`src/inc/irq_seq_pkg.sv`:
```
// constants, map and carrier types of the interrupt sequencer
package irq_seq_pkg;

	// apb register offsets
	localparam logic [7:0] OFF_FLAGS  = 8'h00;
	localparam logic [7:0] OFF_ENABLE = 8'h04;
	localparam logic [7:0] OFF_STATUS = 8'h08;
	localparam logic [7:0] OFF_STACK  = 8'h0C;
	localparam logic [7:0] OFF_STATE  = 8'h10;

	// field positions and reset values
	localparam int          GIE_BIT     = 7;
	localparam logic [7:0]  ENABLE_RST  = 8'h00;
	localparam logic [15:0] STACK_RST   = 16'h0000;
	localparam logic        GIE_RST     = 1'b0;

	// sequence lengths in core_clock cycles
	localparam int RESP_CYCLES = 4;
	localparam int WAKE_CYCLES = 4;
	localparam int RETURN_FROM_IRQ_INSTR_CYCLES = 4;
	localparam int JUMP_CYCLES = 3;

	// reset owns vector zero
	localparam logic [11:0] RESET_VEC = 12'h000;

	typedef enum logic [2:0] {
		S_IDLE = 3'b000,
		S_WAKE = 3'b001,
		S_PUSH = 3'b010,
		S_POP  = 3'b011
	} seqState_t;

	// from the instruction pipeline
	typedef struct packed {
		logic instrDone;
		logic opSei;
		logic opCli;
		logic opReti;
		logic sleeping;
		logic gieWr;
		logic gieWrVal;
	} coreReq_t;

	// to the instruction pipeline
	typedef struct packed {
		logic        hold;
		logic        pcLoad;
		logic [11:0] pcNew;
		logic        handlerGo;
		logic        gie;
	} coreRsp_t;

	// stack memory port
	typedef struct packed {
		logic        we;
		logic        re;
		logic [15:0] addr;
		logic [7:0]  wdata;
	} stackReq_t;

endpackage : irq_seq_pkg

```
`src/rtl/cpu_interrupt_sequencer.sv`:
```
// interrupt acceptance and return sequencer for a small 8-bit core
//
// Summary of operation
// - vectors at lowest addresses, lower is higher priority
// - reset highest, external_irq_zero next
// - take only if source and global enable set
// - accepting clears global enable
// - global enable set in handler allows nesting
// - return_from_irq_instr sets global enable
// - flag cleared by hardware when vectoring
// - writing one clears a flag, zero ignored
// - flag stays latched while source disabled
// - latched flags served by priority once enabled
// - level sources request only while present
// - one instruction runs after return before next
// - status flags not saved or restored
// - disable takes effect in its own cycle
// - instruction after enable runs before service
// - response four cycles, program counter pushed
// - vector jump takes three cycles
// - multi-cycle instruction completes before response
// - wake from sleep adds four cycles
// - return four cycles, pop two, enable set
// - runs on undivided core_clock
// - global enable is status bit seven
// - push lowers stack pointer by two
`timescale 1ns/1ps

module cpu_interrupt_sequencer
	import irq_seq_pkg::*;
#(
	parameter int         NUM_SRC    = 8,
	parameter logic [7:0] LEVEL_MASK = 8'h00
) (
	// clock and reset
	input  wire logic              clk,
	input  wire logic              rst,
	// apb slave
	input  wire logic              psel,
	input  wire logic              penable,
	input  wire logic              pwrite,
	input  wire logic [7:0]        paddr,
	input  wire logic [31:0]       pwdata,
	output logic [31:0]            prdata,
	output logic                   pready,
	output logic                   pslverr,
	// interrupt sources
	input  wire logic [NUM_SRC-1:0] irqIn,
	// instruction pipeline
	input  wire coreReq_t          coreReq,
	input  wire logic [11:0]       pcIn,
	output coreRsp_t               coreRsp,
	// stack memory
	output stackReq_t              stackReq,
	input  wire logic [7:0]        stackRdata
);

	// lowest index wins; index 0 is external_irq_zero
	function automatic logic [3:0] prioIdx(input logic [NUM_SRC-1:0] req);
		logic [3:0] idx;
		idx = 4'h0;
		for (int i = NUM_SRC - 1; i >= 0; i--) begin
			if (req[i]) begin
				idx = 4'(i);
			end
		end
		return idx;
	endfunction : prioIdx

	seqState_t          state_q;
	logic [2:0]         cnt_q;
	logic [NUM_SRC-1:0] flag_q;
	logic [NUM_SRC-1:0] enable_q;
	logic               gie_q;
	logic [15:0]        sp_q;
	logic [11:0]        pcSave_q;
	logic [3:0]         srcSel_q;
	logic [7:0]         popHi_q;
	logic [7:0]         popLo_q;
	logic [1:0]         jmpCnt_q;
	logic               jmpRun_q;
	logic               pcLoad_q;
	logic [11:0]        pcNew_q;
	logic               handlerGo_q;
	logic [NUM_SRC-1:0] levelMask;
	logic [NUM_SRC-1:0] pending;
	logic [NUM_SRC-1:0] request;
	logic               anyReq;
	logic               take;
	logic               retStart;
	logic               pushDone;
	logic               popDone;
	logic               apbWr;
	logic               apbRd;
	logic               addrOk;
	logic [NUM_SRC-1:0] flagW1c;
	logic [NUM_SRC-1:0] vecClr;

	assign levelMask = LEVEL_MASK[NUM_SRC-1:0];

	// flag sources latch; level sources pass live
	assign pending = (flag_q & ~levelMask) | (irqIn & levelMask);
	assign request = pending & enable_q;
	assign anyReq  = |request;

	// only at an instruction boundary or while asleep
	assign take = (state_q == S_IDLE) && anyReq && gie_q
		&& ((coreReq.instrDone && !coreReq.opReti) || coreReq.sleeping)
		&& !(coreReq.instrDone && coreReq.opCli)
		&& !(coreReq.instrDone && coreReq.opSei);

	// the return sets gie_q only when it ends, so the next take waits a boundary
	assign retStart = (state_q == S_IDLE) && coreReq.instrDone && coreReq.opReti;
	assign pushDone = (state_q == S_PUSH) && (cnt_q == 3'(RESP_CYCLES - 1));
	assign popDone  = (state_q == S_POP) && (cnt_q == 3'(RETURN_FROM_IRQ_INSTR_CYCLES - 1));

	assign apbWr  = psel && penable && pwrite;
	assign apbRd  = psel && penable && !pwrite;
	assign addrOk = (paddr == OFF_FLAGS) || (paddr == OFF_ENABLE) || (paddr == OFF_STATUS)
		|| (paddr == OFF_STACK) || (paddr == OFF_STATE);

	assign flagW1c = (apbWr && paddr == OFF_FLAGS) ? pwdata[NUM_SRC-1:0] : '0;

	// sequencer, all on core_clock with no divider
	always_ff @(posedge clk or posedge rst) begin
		if (rst) begin
			state_q <= S_IDLE;
			cnt_q   <= 3'b000;
		end else begin
			case (state_q)
				S_IDLE: begin
					cnt_q <= 3'b000;
					if (retStart) begin
						state_q <= S_POP;
					end else if (take && coreReq.sleeping) begin
						state_q <= S_WAKE;
					end else if (take) begin
						state_q <= S_PUSH;
					end
				end
				S_WAKE: begin
					if (cnt_q == 3'(WAKE_CYCLES - 1)) begin
						state_q <= S_PUSH;
						cnt_q   <= 3'b000;
					end else begin
						cnt_q <= cnt_q + 3'b001;
					end
				end
				S_PUSH: begin
					if (pushDone) begin
						state_q <= S_IDLE;
					end
					cnt_q <= cnt_q + 3'b001;
				end
				S_POP: begin
					if (popDone) begin
						state_q <= S_IDLE;
					end
					cnt_q <= cnt_q + 3'b001;
				end
				default: begin
					state_q <= S_IDLE;
					cnt_q   <= 3'b000;
				end
			endcase
		end
	end

	// selected source and return address captured at acceptance
	always_ff @(posedge clk or posedge rst) begin
		if (rst) begin
			srcSel_q <= 4'h0;
			pcSave_q <= 12'h000;
		end else if (take) begin
			srcSel_q <= prioIdx(request);
			pcSave_q <= pcIn;
		end
	end

	// clear the vectored flag as the vector is loaded
	always_comb begin
		vecClr = '0;
		if (pushDone) begin
			vecClr[srcSel_q[$clog2(NUM_SRC)-1:0]] = ~levelMask[srcSel_q[$clog2(NUM_SRC)-1:0]];
		end
	end

	// interrupt flags: a new event wins over any clear
	always_ff @(posedge clk or posedge rst) begin
		if (rst) begin
			flag_q <= '0;
		end else begin
			flag_q <= ((flag_q & ~flagW1c & ~vecClr) | irqIn) & ~levelMask;
		end
	end

	// per-source enables
	always_ff @(posedge clk or posedge rst) begin
		if (rst) begin
			enable_q <= ENABLE_RST[NUM_SRC-1:0];
		end else if (apbWr && paddr == OFF_ENABLE) begin
			enable_q <= pwdata[NUM_SRC-1:0];
		end
	end

	// global enable; other status flags are not touched here
	always_ff @(posedge clk or posedge rst) begin
		if (rst) begin
			gie_q <= GIE_RST;
		end else if (take) begin
			gie_q <= 1'b0;
		end else if (popDone) begin
			gie_q <= 1'b1;
		end else if (coreReq.instrDone && coreReq.opCli) begin
			gie_q <= 1'b0;
		end else if (coreReq.instrDone && coreReq.opSei) begin
			gie_q <= 1'b1;
		end else if (coreReq.gieWr) begin
			gie_q <= coreReq.gieWrVal;
		end else if (apbWr && paddr == OFF_STATUS) begin
			gie_q <= pwdata[GIE_BIT];
		end
	end

	// stack pointer
	always_ff @(posedge clk or posedge rst) begin
		if (rst) begin
			sp_q <= STACK_RST;
		end else if (pushDone) begin
			sp_q <= sp_q - 16'h0002;
		end else if (popDone) begin
			sp_q <= sp_q + 16'h0002;
		end else if (apbWr && paddr == OFF_STACK && state_q == S_IDLE) begin
			sp_q <= pwdata[15:0];
		end
	end

	// stack memory requests: low byte at sp, high at sp-1; pop reversed
	always_ff @(posedge clk or posedge rst) begin
		if (rst) begin
			stackReq <= '0;
		end else begin
			stackReq <= '0;
			if (state_q == S_PUSH && cnt_q == 3'b000) begin
				stackReq.we    <= 1'b1;
				stackReq.addr  <= sp_q;
				stackReq.wdata <= pcSave_q[7:0];
			end else if (state_q == S_PUSH && cnt_q == 3'b001) begin
				stackReq.we    <= 1'b1;
				stackReq.addr  <= sp_q - 16'h0001;
				stackReq.wdata <= {4'h0, pcSave_q[11:8]};
			end else if (retStart) begin
				stackReq.re   <= 1'b1;
				stackReq.addr <= sp_q + 16'h0001;
			end else if (state_q == S_POP && cnt_q == 3'b000) begin
				stackReq.re   <= 1'b1;
				stackReq.addr <= sp_q + 16'h0002;
			end
		end
	end

	// capture popped bytes, each one cycle after its read
	always_ff @(posedge clk or posedge rst) begin
		if (rst) begin
			popHi_q <= 8'h00;
			popLo_q <= 8'h00;
		end else if (state_q == S_POP && cnt_q == 3'b001) begin
			popHi_q <= stackRdata;
		end else if (state_q == S_POP && cnt_q == 3'b010) begin
			popLo_q <= stackRdata;
		end
	end

	// program counter load at the end of entry and of return
	always_ff @(posedge clk or posedge rst) begin
		if (rst) begin
			pcLoad_q <= 1'b0;
			pcNew_q  <= RESET_VEC;
		end else begin
			pcLoad_q <= pushDone || popDone;
			if (pushDone) begin
				pcNew_q <= RESET_VEC + 12'(srcSel_q) + 12'h001;
			end else if (popDone) begin
				pcNew_q <= {popHi_q[3:0], popLo_q};
			end
		end
	end

	// vector jump timing, ends with handler entry pulse
	always_ff @(posedge clk or posedge rst) begin
		if (rst) begin
			jmpRun_q    <= 1'b0;
			jmpCnt_q    <= 2'b00;
			handlerGo_q <= 1'b0;
		end else begin
			handlerGo_q <= 1'b0;
			if (pushDone) begin
				jmpRun_q <= 1'b1;
				jmpCnt_q <= 2'b00;
			end else if (jmpRun_q && jmpCnt_q == 2'(JUMP_CYCLES - 1)) begin
				jmpRun_q    <= 1'b0;
				handlerGo_q <= 1'b1;
			end else if (jmpRun_q) begin
				jmpCnt_q <= jmpCnt_q + 2'b01;
			end
		end
	end

	// pipeline held while entry or return runs
	// one driver for the whole response word
	assign coreRsp = '{
		hold:      (state_q != S_IDLE),
		pcLoad:    pcLoad_q,
		pcNew:     pcNew_q,
		handlerGo: handlerGo_q,
		gie:       gie_q
	};

	// apb slave: zero wait states, error on unmapped address
	assign pready  = 1'b1;
	assign pslverr = psel && penable && !addrOk;

	always_ff @(posedge clk or posedge rst) begin
		if (rst) begin
			prdata <= 32'h0000_0000;
		end else if (psel && !penable && !pwrite) begin
			prdata <= 32'h0000_0000;
			case (paddr)
				OFF_FLAGS:  prdata[NUM_SRC-1:0] <= pending;
				OFF_ENABLE: prdata[NUM_SRC-1:0] <= enable_q;
				OFF_STATUS: prdata[GIE_BIT]     <= gie_q;
				OFF_STACK:  prdata[15:0]        <= sp_q;
				OFF_STATE:  prdata[11:0]        <= {jmpRun_q, state_q, srcSel_q, 4'h0};
				default:    prdata              <= 32'h0000_0000;
			endcase
		end
	end

endmodule : cpu_interrupt_sequencer

```
`config.mk`:
```
export PLATFORM = sky130hd
export DESIGN_NAME = cpu_interrupt_sequencer
export DESIGN_NICKNAME = d
export VERILOG_FILES = /design/src/inc/irq_seq_pkg.sv /design/src/rtl/cpu_interrupt_sequencer.sv
export SDC_FILE = /design/constraint.sdc
export NUM_CORES = 1
export LEC_CHECK = 0
export ABC_CLOCK_PERIOD_IN_PS = 11480
export BUFFER_PORTS_ARGS = -buffer_cell sky130_fd_sc_hd__buf_4
export CAP_MARGIN = 20
export CORE_ASPECT_RATIO = 1.2
export CORE_MARGIN = 2
export CORE_UTILIZATION = 45
export CTS_CLUSTER_DIAMETER = 100
export DETAILED_ROUTE_END_ITERATION = 10
export PLACE_DENSITY = 0.79
export SYNTH_ARGS = -nofsm -noshare
export SYNTH_HDL_FRONTEND = slang
export SYNTH_SLANG_ARGS = --single-unit
```
`constraint.sdc`:
```
create_clock -name clk -period 11.48 [get_ports clk]
set_input_delay 1.722 -clock clk [delete_from_list [all_inputs] [get_ports clk]]
set_output_delay 1.722 -clock clk [all_outputs]
set_load 0.01 [all_outputs]
```
[Yosys cells after proc, flatten, opt, wreduce, memory -nomap -nowiden]
Memories as Yosys holds them, arrays and structs flattened.
Index checks and enable logic that the tools add are counted.
Cells by class
  equal/unequal tests: 16
  mux-type cells: 53
  $add $sub $neg: 7
  reduce and logical (&&, ||, !) cells: 56
  bitwise logic cells: 9
  magnitude comparators: 2
Operators with widths (number)
  $mux 16: 4
  $mux 4: 9
  $mux 17: 2
  $and 8x8->8: 4
  $logic_and 1x1->1: 30
  $pmux 7 s4: 1
  $mux 12: 2
  $mux 24: 1
  $mux 3: 8
  $add 16x1->16 const B: 1
  $add 16x2->16 const B: 1
  $eq 8x4->1 const B: 2
  $mux 1: 16
  $mux 8: 2
  $not 8->8: 2
  $sub 16x1->16 const B: 1
  $sub 16x2->16 const B: 1
  $eq 3x2->1 const B: 4
  $pmux 3 s4: 1
  $eq 8x3->1 const B: 1
  $eq 8x5->1 const B: 1
  $logic_not 8->1: 1
  $ne 2x2->1 const B: 4
  $or 8x8->8: 1
  other kinds (24): 43
Word-level totals
  input port bits: 80
  memories: 1
  logic and storage cells: 164
  memory bits (read-only): 8
  register bits after elaboration: 126
Memory list
  (name not given): depth 8, bits a word 1, read ports 1, clocked after memory_dff 0, write ports 0, RTL line cpu_interrupt_sequencer.sv:184  | vecClr[srcSel_q[$clog2(NUM_SRC)-1:0]] = ~levelMask[srcSel_q[$clog2(NUM_SRC)-1:0]];

[Depth between registers and ports, before layout]
Gate-level depths: netlist of the first run.
  word-level depth: 11
  gate-level depth with buffers: 9

[Worst setup path after synthesis of the first run]
No wires, ideal clock.
  path type: input to output
  from: input port paddr[1]
  to: output port pslverr
  buffers on the path: 0
  setup slack: 7.013 ns
  stages: 4
  required time: 9.758 ns
  arrival: 2.745 ns
  path through: or4_4 nor2_1 and3_1 nor3_1
On the way
  cells in the longest elaborated chain, start to end: 7
  elaborated cells on any way between the ends: 11
  classes of those cells: eq/ne (4); reduce/logical (7)
Ends and longest elaborated chain
  from (decl): RTL line cpu_interrupt_sequencer.sv:42  | input wire logic [7:0] paddr,
  $eq 8x3->1 or $logic_not 8->1 (tied branches): RTL line cpu_interrupt_sequencer.sv:119  | assign addrOk = (paddr == OFF_FLAGS) || (paddr == OFF_ENABLE) || (paddr == OFF_STATUS)
  $logic_or 1x1->1 (2 in series): RTL line cpu_interrupt_sequencer.sv:119
  $logic_or 1x1->1: RTL line cpu_interrupt_sequencer.sv:120  | || (paddr == OFF_STACK) || (paddr == OFF_STATE);
  $logic_or 1x1->1 (*): RTL line cpu_interrupt_sequencer.sv:120
  $logic_not 1->1 (*): RTL line cpu_interrupt_sequencer.sv:321  | assign pslverr = psel && penable && !addrOk;
  $logic_and 1x1->1 (*): RTL line cpu_interrupt_sequencer.sv:321
  to (decl): RTL line cpu_interrupt_sequencer.sv:46  | output logic pslverr,
Every way passes the cells marked *; elsewhere a longest branch is shown, timed or not.

[Final worst setup path of the first run]
Ends and elaborated chain as after synthesis.

==> metrics.txt, run 1 <==
commonest cells in the netlist=dfrtp_1, nand2_1, nor2_1; Non-Filler Instances=1046; Overflow after GRT=0; largest net degree at the start of global routing=65; antenna violations before repair=0; post-synth top area cell=dfrtp_1; final setup TNS=0 ns; Die Ht=~140 um; post-synth top area share=0.450; Core Util, Final=0.563; crit path from=paddr[1]; Hold WC Path Type=flop to flop; RSZ-0062 raised after global routing=no; worst r2r src=sp_q[1]$_DFFE_PP0P_; Tot GR Track Use=0.237; Distinct cells, synth=between 70 and 80; Most common cell on crit path=buf_4; CTS sink cnt=124; Final period util=0.425; Inst Count DP=~1000; Antenna Cells=0; max-cap violations=0; clock tree buffer depth=2; register area=just over 3000 sq um; Yosys Warn Count=0; CTS tree=built; via count=6045; hold buffer count at cts=0; Final Setup Violations=0; die area=between 15000 and 20000 sq um; first-pass GRT wire length=~30000 um; I/O pins=around 160; Critical Path Max Stage Delay=approximately 0.54 ns; clock latency on the worst-skew pair=0.43 ns; fin. max-slew vios=0; R2R Setup Slk=slightly below 9 ns; CP Launch Type=input pin; area overhead of the layout relative to synthesis=22.5%; CTS root buf=clkbuf_16; post_cts resized=0; # DRC=0; Starting Density=0.460; count leader, synth=dfrtp_1; hold path startpoint=pcSave_q[1]$_DFFE_PP0P_; worst vdd ir=between 0.1 and 0.15 mV; Worst-path clk slew=0.05 ns; CP Class=input pin to output port; Final Wtd Congestion=between 0.9 and 1; setup bufs post-CTS=0; multi-input logic area=between 3000 and 4000 sq um; fill count=1339; cts bufs inserted=17; H-tree depth=4; DP HPWL=13000 um; Worst EP required=around 9.8 ns; vias in the first global route=between 5000 and 6000; Seq/Total Area, Yosys=0.450; drt wl/cell=17.7 um; Cells after Synth=roughly 740; layout cell share with drive strength beyond 1=0.217; Die X=roughly 120 um; CP max FO=4; Port Buffers=122; fmax=about 200 MHz; outcome=complete, no violations; leakage power=between 3 and 4 nW; leading post-synthesis cells by cell area=dfrtp_1, nand2_1, mux2_1, nor2_1, a21oi_1; Mapped Area=a little under 7000 sq um; crit path cell chain=buf_4, or4_4, nor2_1, and3_1, nor3_1, buf_4; Slew @ Worst Pin=1.08 ns; PwrDens=~220 nW/um^2; Vias/cell=roughly 5.8; top_reg_cell synth=dfrtp_1; Slew headroom=0.278; Antenna Nets Post-Route=0; synthesized area per cell=just over 9 sq um; Min-Delay Endpoint=stackReq[1]$_DFF_PP0_; Initial DRT Pass Iterations=5; CP Capture Type=output port; R2R depth=8; CP max stage cell=or4_4; Async SR Flop Fraction=1.00; wirelength, routed=around 19000 um; FP Rows=49; skew final=0.00893 ns; Hold Crit Depth=2; crit path DAT=3.16 ns; number of synthesized flops with an enable pin=0; Final min period=4.88 ns; core area=around 15000 sq um; FF-to-FF End=stackReq[23]$_DFF_PP0_; synthesis-stage register bit count=between 100 and 150; drt initial violations=about 550; nets@finish=922; final hold viol count=0
## report_power, final
part           total, mW  switching, mW  leakage (nW)  internal [mW]
sequential         0.710          0.160          1.60          0.550
clock              0.566          0.196         0.298          0.370
combinational      0.601          0.343          2.01          0.259
## cell type report
cell class              instances  area share
clock buffers                  23      0.0589
repair buffers                128       0.114
flip-flops and latches        124       0.367
clock inverters                 9      0.0158
inverters                      19     0.00873
multi-input cells             539       0.406
well taps                     204      0.0302
## sequential cells by signal, indices dropped and copies added, names as in the netlist
name	cells
cnt_q	3
enable_q	8
flag_q	8
gie_q	1
handlerGo_q	1
jmpCnt_q	2
jmpRun_q	1
pcLoad_q	1
pcNew_q	12
pcSave_q	12
popHi_q	4
popLo_q	8
prdata	16
sp_q	16
srcSel_q	3
stackReq	26
state_q	2
## cell usage in the layout (no fill, tap or decap), drive strengths merged, types with 6 or more instances in the layout
cell type,instances
mux2i,12
mux2,32
conb,17
nand3,32
inv,19
dfrtp,124
a21oi,37
a22o,15
nor4,8
nor2,55
ha,13
xnor2,11
a22oi,8
nand2,91
o211ai,10
and2,8
nor3,14
nor2b,6
o21ai,57
a31o,8
o22ai,7
o221ai,7
nand4,8
and3,11
clkbuf,23
buf,128
## layer usage
metal	wire, um	global-route usage	up-vias
li1	-	-	2808
met1	7460	0.300	2918
met2	9100	0.372	281
met3	1420	0.0675	38
met4	561	0.109	0
met5	0	0	-
## kinds of logic after synthesis
family,after synthesis,share of synthesized area
buf+inv,91,0.0624
flops,124,0.450
simple gates,262,0.193
compound gates,188,0.180
xor+xnor,14,0.0178
mux,45,0.0729
fa+ha+maj,13,0.0236
other cells,2,0.00109
## worst max path at each step
stage | slack (ns) | to
after CTS | 6.62 | pslverr
after global routing | 6.53 | pslverr
after floorplan | 6.46 | cnt_q[0]$_DFF_PP0_
final | 6.60 | pslverr
after global placement | 6.65 | pslverr
after detailed placement | 6.64 | pslverr
## critical path, delay by kind of cell
kind	cells	cell delay (ns)
simple gates	4	1.17
buf+inv	2	0.27
## stage by stage
step | hold slack [ns] | worst slack, ns | total power, mW | cell area [sq um]
6_report | 0.464 | 6.60 | 1.88 | 8460
5_1_grt | 0.490 | 6.53 | 1.99 | 8460
4_1_cts | 0.471 | 6.62 | 1.88 | 8460
3_5_place_dp | 0.457 | 6.64 | 1.31 | 7820
3_3_place_gp | 0.443 | 6.65 | 1.29 | 7820
2_1_floorplan | 0.435 | 6.46 | 1.10 | 6960
(Power assumes the default switching activity.)
==> inputs of run 2 (changes only) <==
--- a/config.mk
+++ b/config.mk
@@ -5,7 +5,7 @@
 export SDC_FILE = /design/constraint.sdc
 export NUM_CORES = 1
 export LEC_CHECK = 0
-export ABC_CLOCK_PERIOD_IN_PS = 11480
+export ABC_CLOCK_PERIOD_IN_PS = 5100
 export BUFFER_PORTS_ARGS = -buffer_cell sky130_fd_sc_hd__buf_4
 export CAP_MARGIN = 20
 export CORE_ASPECT_RATIO = 1.2
==> constraint.sdc (replaced) <==
create_clock -name clk -period 5.1 [get_ports clk]
set_input_delay 0.765 -clock clk [delete_from_list [all_inputs] [get_ports clk]]
set_output_delay 0.765 -clock clk [all_outputs]
set_load 0.01 [all_outputs]
==> run 2 against run 1 <==
Effect of this change: cell count is essentially flat; highest routed layer unchanged; hold slack lost 0.12 ns; critical path depth is the same; critical path type unchanged; count of clock-buffer cells in the layout grew 1; setup slack lost 4.4 ns; via count grew 0.18%; non-clock buffer count grew 1; cell area shrank 0.21%; sequential power grew 130%; flip-flop and latch count is the same; clock power grew 110%.
==> metrics.txt, run 2 (same netlist as run 1, synthesis figures left out) <==
outcome=complete, no violations; cts bufs inserted=17 (unchanged); max-cap violations=0 (unchanged); vias in the first global route=5676 (-2.3%); CTS tree=built; nets@finish=923 (+0.11%); worst vdd ir=0.317 mV (+120%); CTS root buf=clkbuf_16; antenna violations before repair=0 (unchanged); # DRC=0 (unchanged); CP Class=input pin to output port; Most flops, register=stackReq; I/O pins=156 (unchanged); wirelength, routed=18200 um (-1.9%); H-tree depth=4 (unchanged); met1 WL=7410 um (-0.55%); leakage power=3.91 nW (+0.17%); Slew headroom=0.279 (+0.00100); Non-Filler Instances=1047 (+0.096%); clock latency on the worst-skew pair=0.42 ns (about the same); Die Ht=140 um (unchanged); clock tree buffer depth=2 (unchanged); Final Wtd Congestion=0.923 (-4.5%); hold buffer count at cts=0 (unchanged); Die X=117 um (unchanged); Final period util=0.571; max reg flops=26 (unchanged); Slew @ Worst Pin=1.08 ns (-0.00150 ns); Worst-path clk slew=0.05 ns (about the same); top sig layer=met4; CP Launch Type=input pin; fill count=1334 (-0.37%); drt initial violations=512 (-7.1%); Worst EP required=4.34 ns (-5.42 ns); top flop regs=stackReq: 26 flops, prdata: 16 flops, sp_q: 16 flops; area overhead of the layout relative to synthesis=22.2%; post_cts resized=0 (unchanged); first-pass GRT wire length=28800 um (-4.6%); Initial DRT Pass Iterations=5 (unchanged); DP Area=7820 sq um (unchanged); Int Power=2.61 mW (+120%); Starting Density=0.460 (unchanged); Final Setup Violations=0 (unchanged); crit path DAT=2.15 ns (-1.01 ns); fmax=about 340 MHz; Clock power frac=0.290 (-0.011); Inst Count DP=1014 (unchanged); DP Worst Slack=1.92 ns (-4.73 ns); DR WL met3=1270 um (-11%); PwrDens=492 nW/um^2 (+120%); setup bufs post-CTS=0 (unchanged); Final min period=slightly below 3 ns; Antenna Cells=0 (unchanged); core area=15000 sq um (unchanged); Switching Share=0.371 (-0.000845); layout cell share with drive strength beyond 1=0.214 (-0.00382); CTS sink cnt=124 (unchanged); FP Rows=49 (unchanged); DP HPWL=13000 um (-0.20%); P_sw=1.54 mW (+120%); combinational share of power=0.326 (+0.006); Flop pwr share=0.384 (+0.006); Vias/cell=5.78 (about the same); Antenna Nets Post-Route=0 (unchanged); commonest non-fill, non-tap cell in the layout=buf_4; final setup TNS=0 ns (unchanged); drt wl/cell=17.4 um (-2.0%); via count=6056 (+0.18%); skew final=0.00718 ns (-0.00175 ns); Hold WC Path Type=input pin to async pin; largest net degree at the start of global routing=84 (+29%); Tot GR Track Use=0.226 (-0.0105); met2 routed WL=9090 um (-0.18%); design area=8440 sq um (-0.21%); Hold WS=0.340 ns (-0.123 ns); fin. max-slew vios=0 (unchanged); register area=3100 sq um (unchanged); RSZ-0062 raised after global routing=no; multi-input logic area=3430 sq um (unchanged); worst setup margin=2.19 ns (-4.41 ns); most frequent cells in the layout=buf_4, dfrtp_1, nand2_1, nor2_1, a21oi_1; CP Capture Type=output port; die area=16400 sq um (unchanged); CP max FO=4 (unchanged); Port Buffers=122 (unchanged); Overflow after GRT=0 (unchanged); final hold viol count=0 (unchanged)
-- run 2: cell count changes in the layout (fill, tap and decap cells not counted), sizes merged --
cell      delta
clkinvlp     -4
buf          +1
clkbuf       +1
clkinv       +3
-- run 2: worst paths after layout --
path,from,cells after the start,to,slack [ns]
min in group clk,pcSave_q[3]$_DFFE_PP0P_,2,stackReq[3]$_DFF_PP0_,0.46
min,rst,2,pcSave_q[7]$_DFFE_PP0P_,0.34
max reg2reg,sp_q[1]$_DFFE_PP0P_,8,stackReq[23]$_DFF_PP0_,2.25
min reg2reg,pcSave_q[3]$_DFFE_PP0P_,2,stackReq[3]$_DFF_PP0_,0.46
max in group asynchronous,rst,4,prdata[5]$_DFFE_PP0P_,3.59
max,paddr[1],6,pslverr,2.19
-- run 2: worst max-delay path: stages --
cell and delay, ns:
buf_4 0.11, or4_4 0.55, nor2_1 0.20, and3_1 0.30
nor3_1 0.07, buf_4 0.16
-- run 2: per-layer routing --
| layer | global-route usage | vias up |
|---|---|---|
| li1 | - | 2821 |
| met1 | 0.288 | 2945 |
| met4 | 0.0817 | 0 |
| met2 | 0.368 | 256 |
| met5 | 0 | - |
| met3 | 0.0610 | 34 |
-- run 2: power by group through the flow --
stage / clock network [mW] / logic [mW] / registers, mW
after global routing: 1.27 / 1.50 / 1.63
after global placement: 0 / 1.31 / 1.59
final: 1.20 / 1.36 / 1.60
after detailed placement: 0 / 1.34 / 1.60
after floorplan: 0 / 1.05 / 1.42
after CTS: 1.22 / 1.35 / 1.59
-- run 2: layout make-up --
type                       count  share of cell area
clock inverter                 8              0.0136
multi-input combinational    539               0.407
timing repair buffer         129               0.117
sequential                   124               0.368
tap                          204              0.0302
inverter                      19             0.00875
clock buffer                  24              0.0559
-- run 2: through the flow --
step,power (mW),utilization
after floorplan,2.47,-
after global placement,2.91,0.521
after detailed placement,2.94,0.521
after CTS,4.16,0.560
after global routing,4.40,0.562
final,4.15,0.562
==> inputs of run 3 (changes only) <==
--- a/config.mk
+++ b/config.mk
@@ -5,7 +5,7 @@
 export SDC_FILE = /design/constraint.sdc
 export NUM_CORES = 1
 export LEC_CHECK = 0
-export ABC_CLOCK_PERIOD_IN_PS = 5100
+export ABC_CLOCK_PERIOD_IN_PS = 2850
 export BUFFER_PORTS_ARGS = -buffer_cell sky130_fd_sc_hd__buf_4
 export CAP_MARGIN = 20
 export CORE_ASPECT_RATIO = 1.2
==> constraint.sdc (replaced) <==
create_clock -name clk -period 2.85 [get_ports clk]
set_input_delay 0.4275 -clock clk [delete_from_list [all_inputs] [get_ports clk]]
set_output_delay 0.4275 -clock clk [all_outputs]
set_load 0.01 [all_outputs]
==> run 3 against run 2 <==
Effect of this change: combinational power rose by 100%; sequential power grew 69%; global-route usage is 1.4 points higher; first-iteration DRC count increased by 23%; count of clock-buffer cells in the layout decreased by 3; largest power group is now combinational cells; highest routed layer unchanged.
==> metrics.txt, run 3 (same netlist as run 1, synthesis figures left out) <==
Starting Density=0.460 (unchanged); first-pass GRT wire length=30700 um (+6.7%); Pwr Total=7.62 mW (+84%); Final Wtd Congestion=0.984 (+6.6%); cell depth of the worst setup path=8 (+2); CP Capture Type=flop; Most common cell on crit path=nor2_1; Overflow after GRT=0 (unchanged); DP Area=8030 sq um (+2.6%); layout cell share with drive strength beyond 1=0.239 (+0.0255); Port Buffers=122 (unchanged); crit path DAT=2.78 ns (+0.63 ns); leakage power=4.03 nW (+2.9%); CTS root buf=clkbuf_16; post_cts resized=0 (unchanged); CTS sink cnt=124 (unchanged); crit path cell chain=inv_1, ha_1, or3b_2, nor4_4, a21oi_1, nor2_1, nor2_1, a311oi_1; hold buffer count at cts=0 (unchanged); Antenna Cells=0 (unchanged); cell family with most CP delay=simple AND/OR/NAND/NOR gates; nets@finish=946 (+2.5%); drt initial violations=628 (+23%); Non-Filler Instances=1070 (+2.2%); worst vdd ir=0.586 mV (+85%); design area=8640 sq um (+2.4%); outcome=complete, no violations; setup bufs post-CTS=0 (unchanged); Most flops, register=stackReq; fmax=405 MHz; Tot GR Track Use=0.241 (+0.0144); Hold WS=0.172 ns (-0.168 ns); Critical Path Max Stage Delay=0.56 ns (about the same); CP max FO=15 (+11); max-cap violations=0 (unchanged); CP Class=flop to flop; final hold viol count=0 (unchanged); core area=15000 sq um (unchanged); commonest non-fill, non-tap cell in the layout=buf_4; Slew @ Worst Pin=0.818 ns (-0.261 ns); final setup TNS=0 ns (unchanged); Die Ht=140 um (unchanged); largest net degree at the start of global routing=43 (-49%); Initial DRT Pass Iterations=6 (+1); register area=3100 sq um (unchanged); vias in the first global route=6007 (+5.8%); fin. max-slew vios=0 (unchanged); drt wl/cell=17.6 um (+1.3%); Slew headroom=0.454 (+0.175); antenna violations before repair=0 (unchanged); max reg flops=26 (unchanged); area overhead of the layout relative to synthesis=25.2%; # DRC=0 (unchanged); Core Util, Final=0.575 (+0.0136); worst path bufs/invs=1 (-1); Vias/cell=5.75 (-0.57%); Worst-path clk slew=0.06 ns (about the same); top flop regs=stackReq: 26 flops, prdata: 16 flops, sp_q: 16 flops; I/O pins=156 (unchanged); clock latency on the worst-skew pair=0.42 ns (about the same); via count=6154 (+1.6%); H-tree depth=4 (unchanged); Inst Count DP=1038 (+2.4%); Antenna Nets Post-Route=0 (unchanged); R2R Setup Slk=0.38 ns (-1.87 ns); worst setup margin=0.381 ns (-1.81 ns); Die X=117 um (unchanged); most frequent cells in the layout=buf_4, dfrtp_1, nand2_1, nor2_1, a21oi_1; RSZ-0062 raised after global routing=no; skew final=0.0138 ns (+0.00665 ns); Hold WC Path Type=input pin to async pin; Worst EP required=3.16 ns (-1.18 ns); CTS tree=built; R2R depth=8 (unchanged); wirelength, routed=18800 um (+3.5%); CP Launch Type=flop; DP HPWL=13600 um (+4.8%); PwrDens=882 nW/um^2 (+79%); Final Setup Violations=0 (unchanged); cts bufs inserted=17 (unchanged); die area=16400 sq um (unchanged); multi-input logic area=3430 sq um (unchanged); fill count=1291 (-3.2%); DP Worst Slack=0.427 ns (-1.49 ns); Final min period=about 2.5 ns; FP Rows=49 (unchanged); CP max stage cell=dfrtp_1; clock tree buffer depth=2 (unchanged); Final period util=0.866
## run 3: changes by cell type in the layout (fill, tap and decap cells not counted), sizes merged
cell,before,now
clkinvlp,0,4
inv,19,18
clkbuf,24,21
buf,129,152
## run 3: path summary, 6_finish.rpt
path / startpoint / endpoint
hold reg to reg: pcSave_q[7]$_DFFE_PP0P_ / stackReq[7]$_DFF_PP0_
hold / removal: rst / stackReq[2]$_DFF_PP0_
max in group asynchronous: rst / popLo_q[0]$_DFFE_PP0P_
setup reg to reg: sp_q[2]$_DFFE_PP0P_ / stackReq[21]$_DFF_PP0_
min in group clk: irqIn[2] / flag_q[2]$_DFF_PP0_
setup / recovery: sp_q[2]$_DFFE_PP0P_ / stackReq[21]$_DFF_PP0_
## run 3: metal layers
metal / wire (um) / vias to the layer above / track usage
met5: 0 / - / 0
met4: 567 / 0 / 0.102
met3: 1260 / 44 / 0.0536
met2: 9310 / 263 / 0.390
met1: 7690 / 2988 / 0.309
li1: - / 2859 / -
## run 3: area by class of cell
type | count | area share
clock buffers | 21 | 0.0544
clock inverters | 11 | 0.0164
repair buffers | 152 | 0.135
flip-flops and latches | 124 | 0.359
inverters | 19 | 0.00869
well taps | 204 | 0.0295
multi-input cells | 539 | 0.397
## run 3: where the power goes
group	switching, mW	internal, mW
logic	1.57	1.15
registers	0.489	2.22
clock network	0.756	1.44
total	2.81	4.81
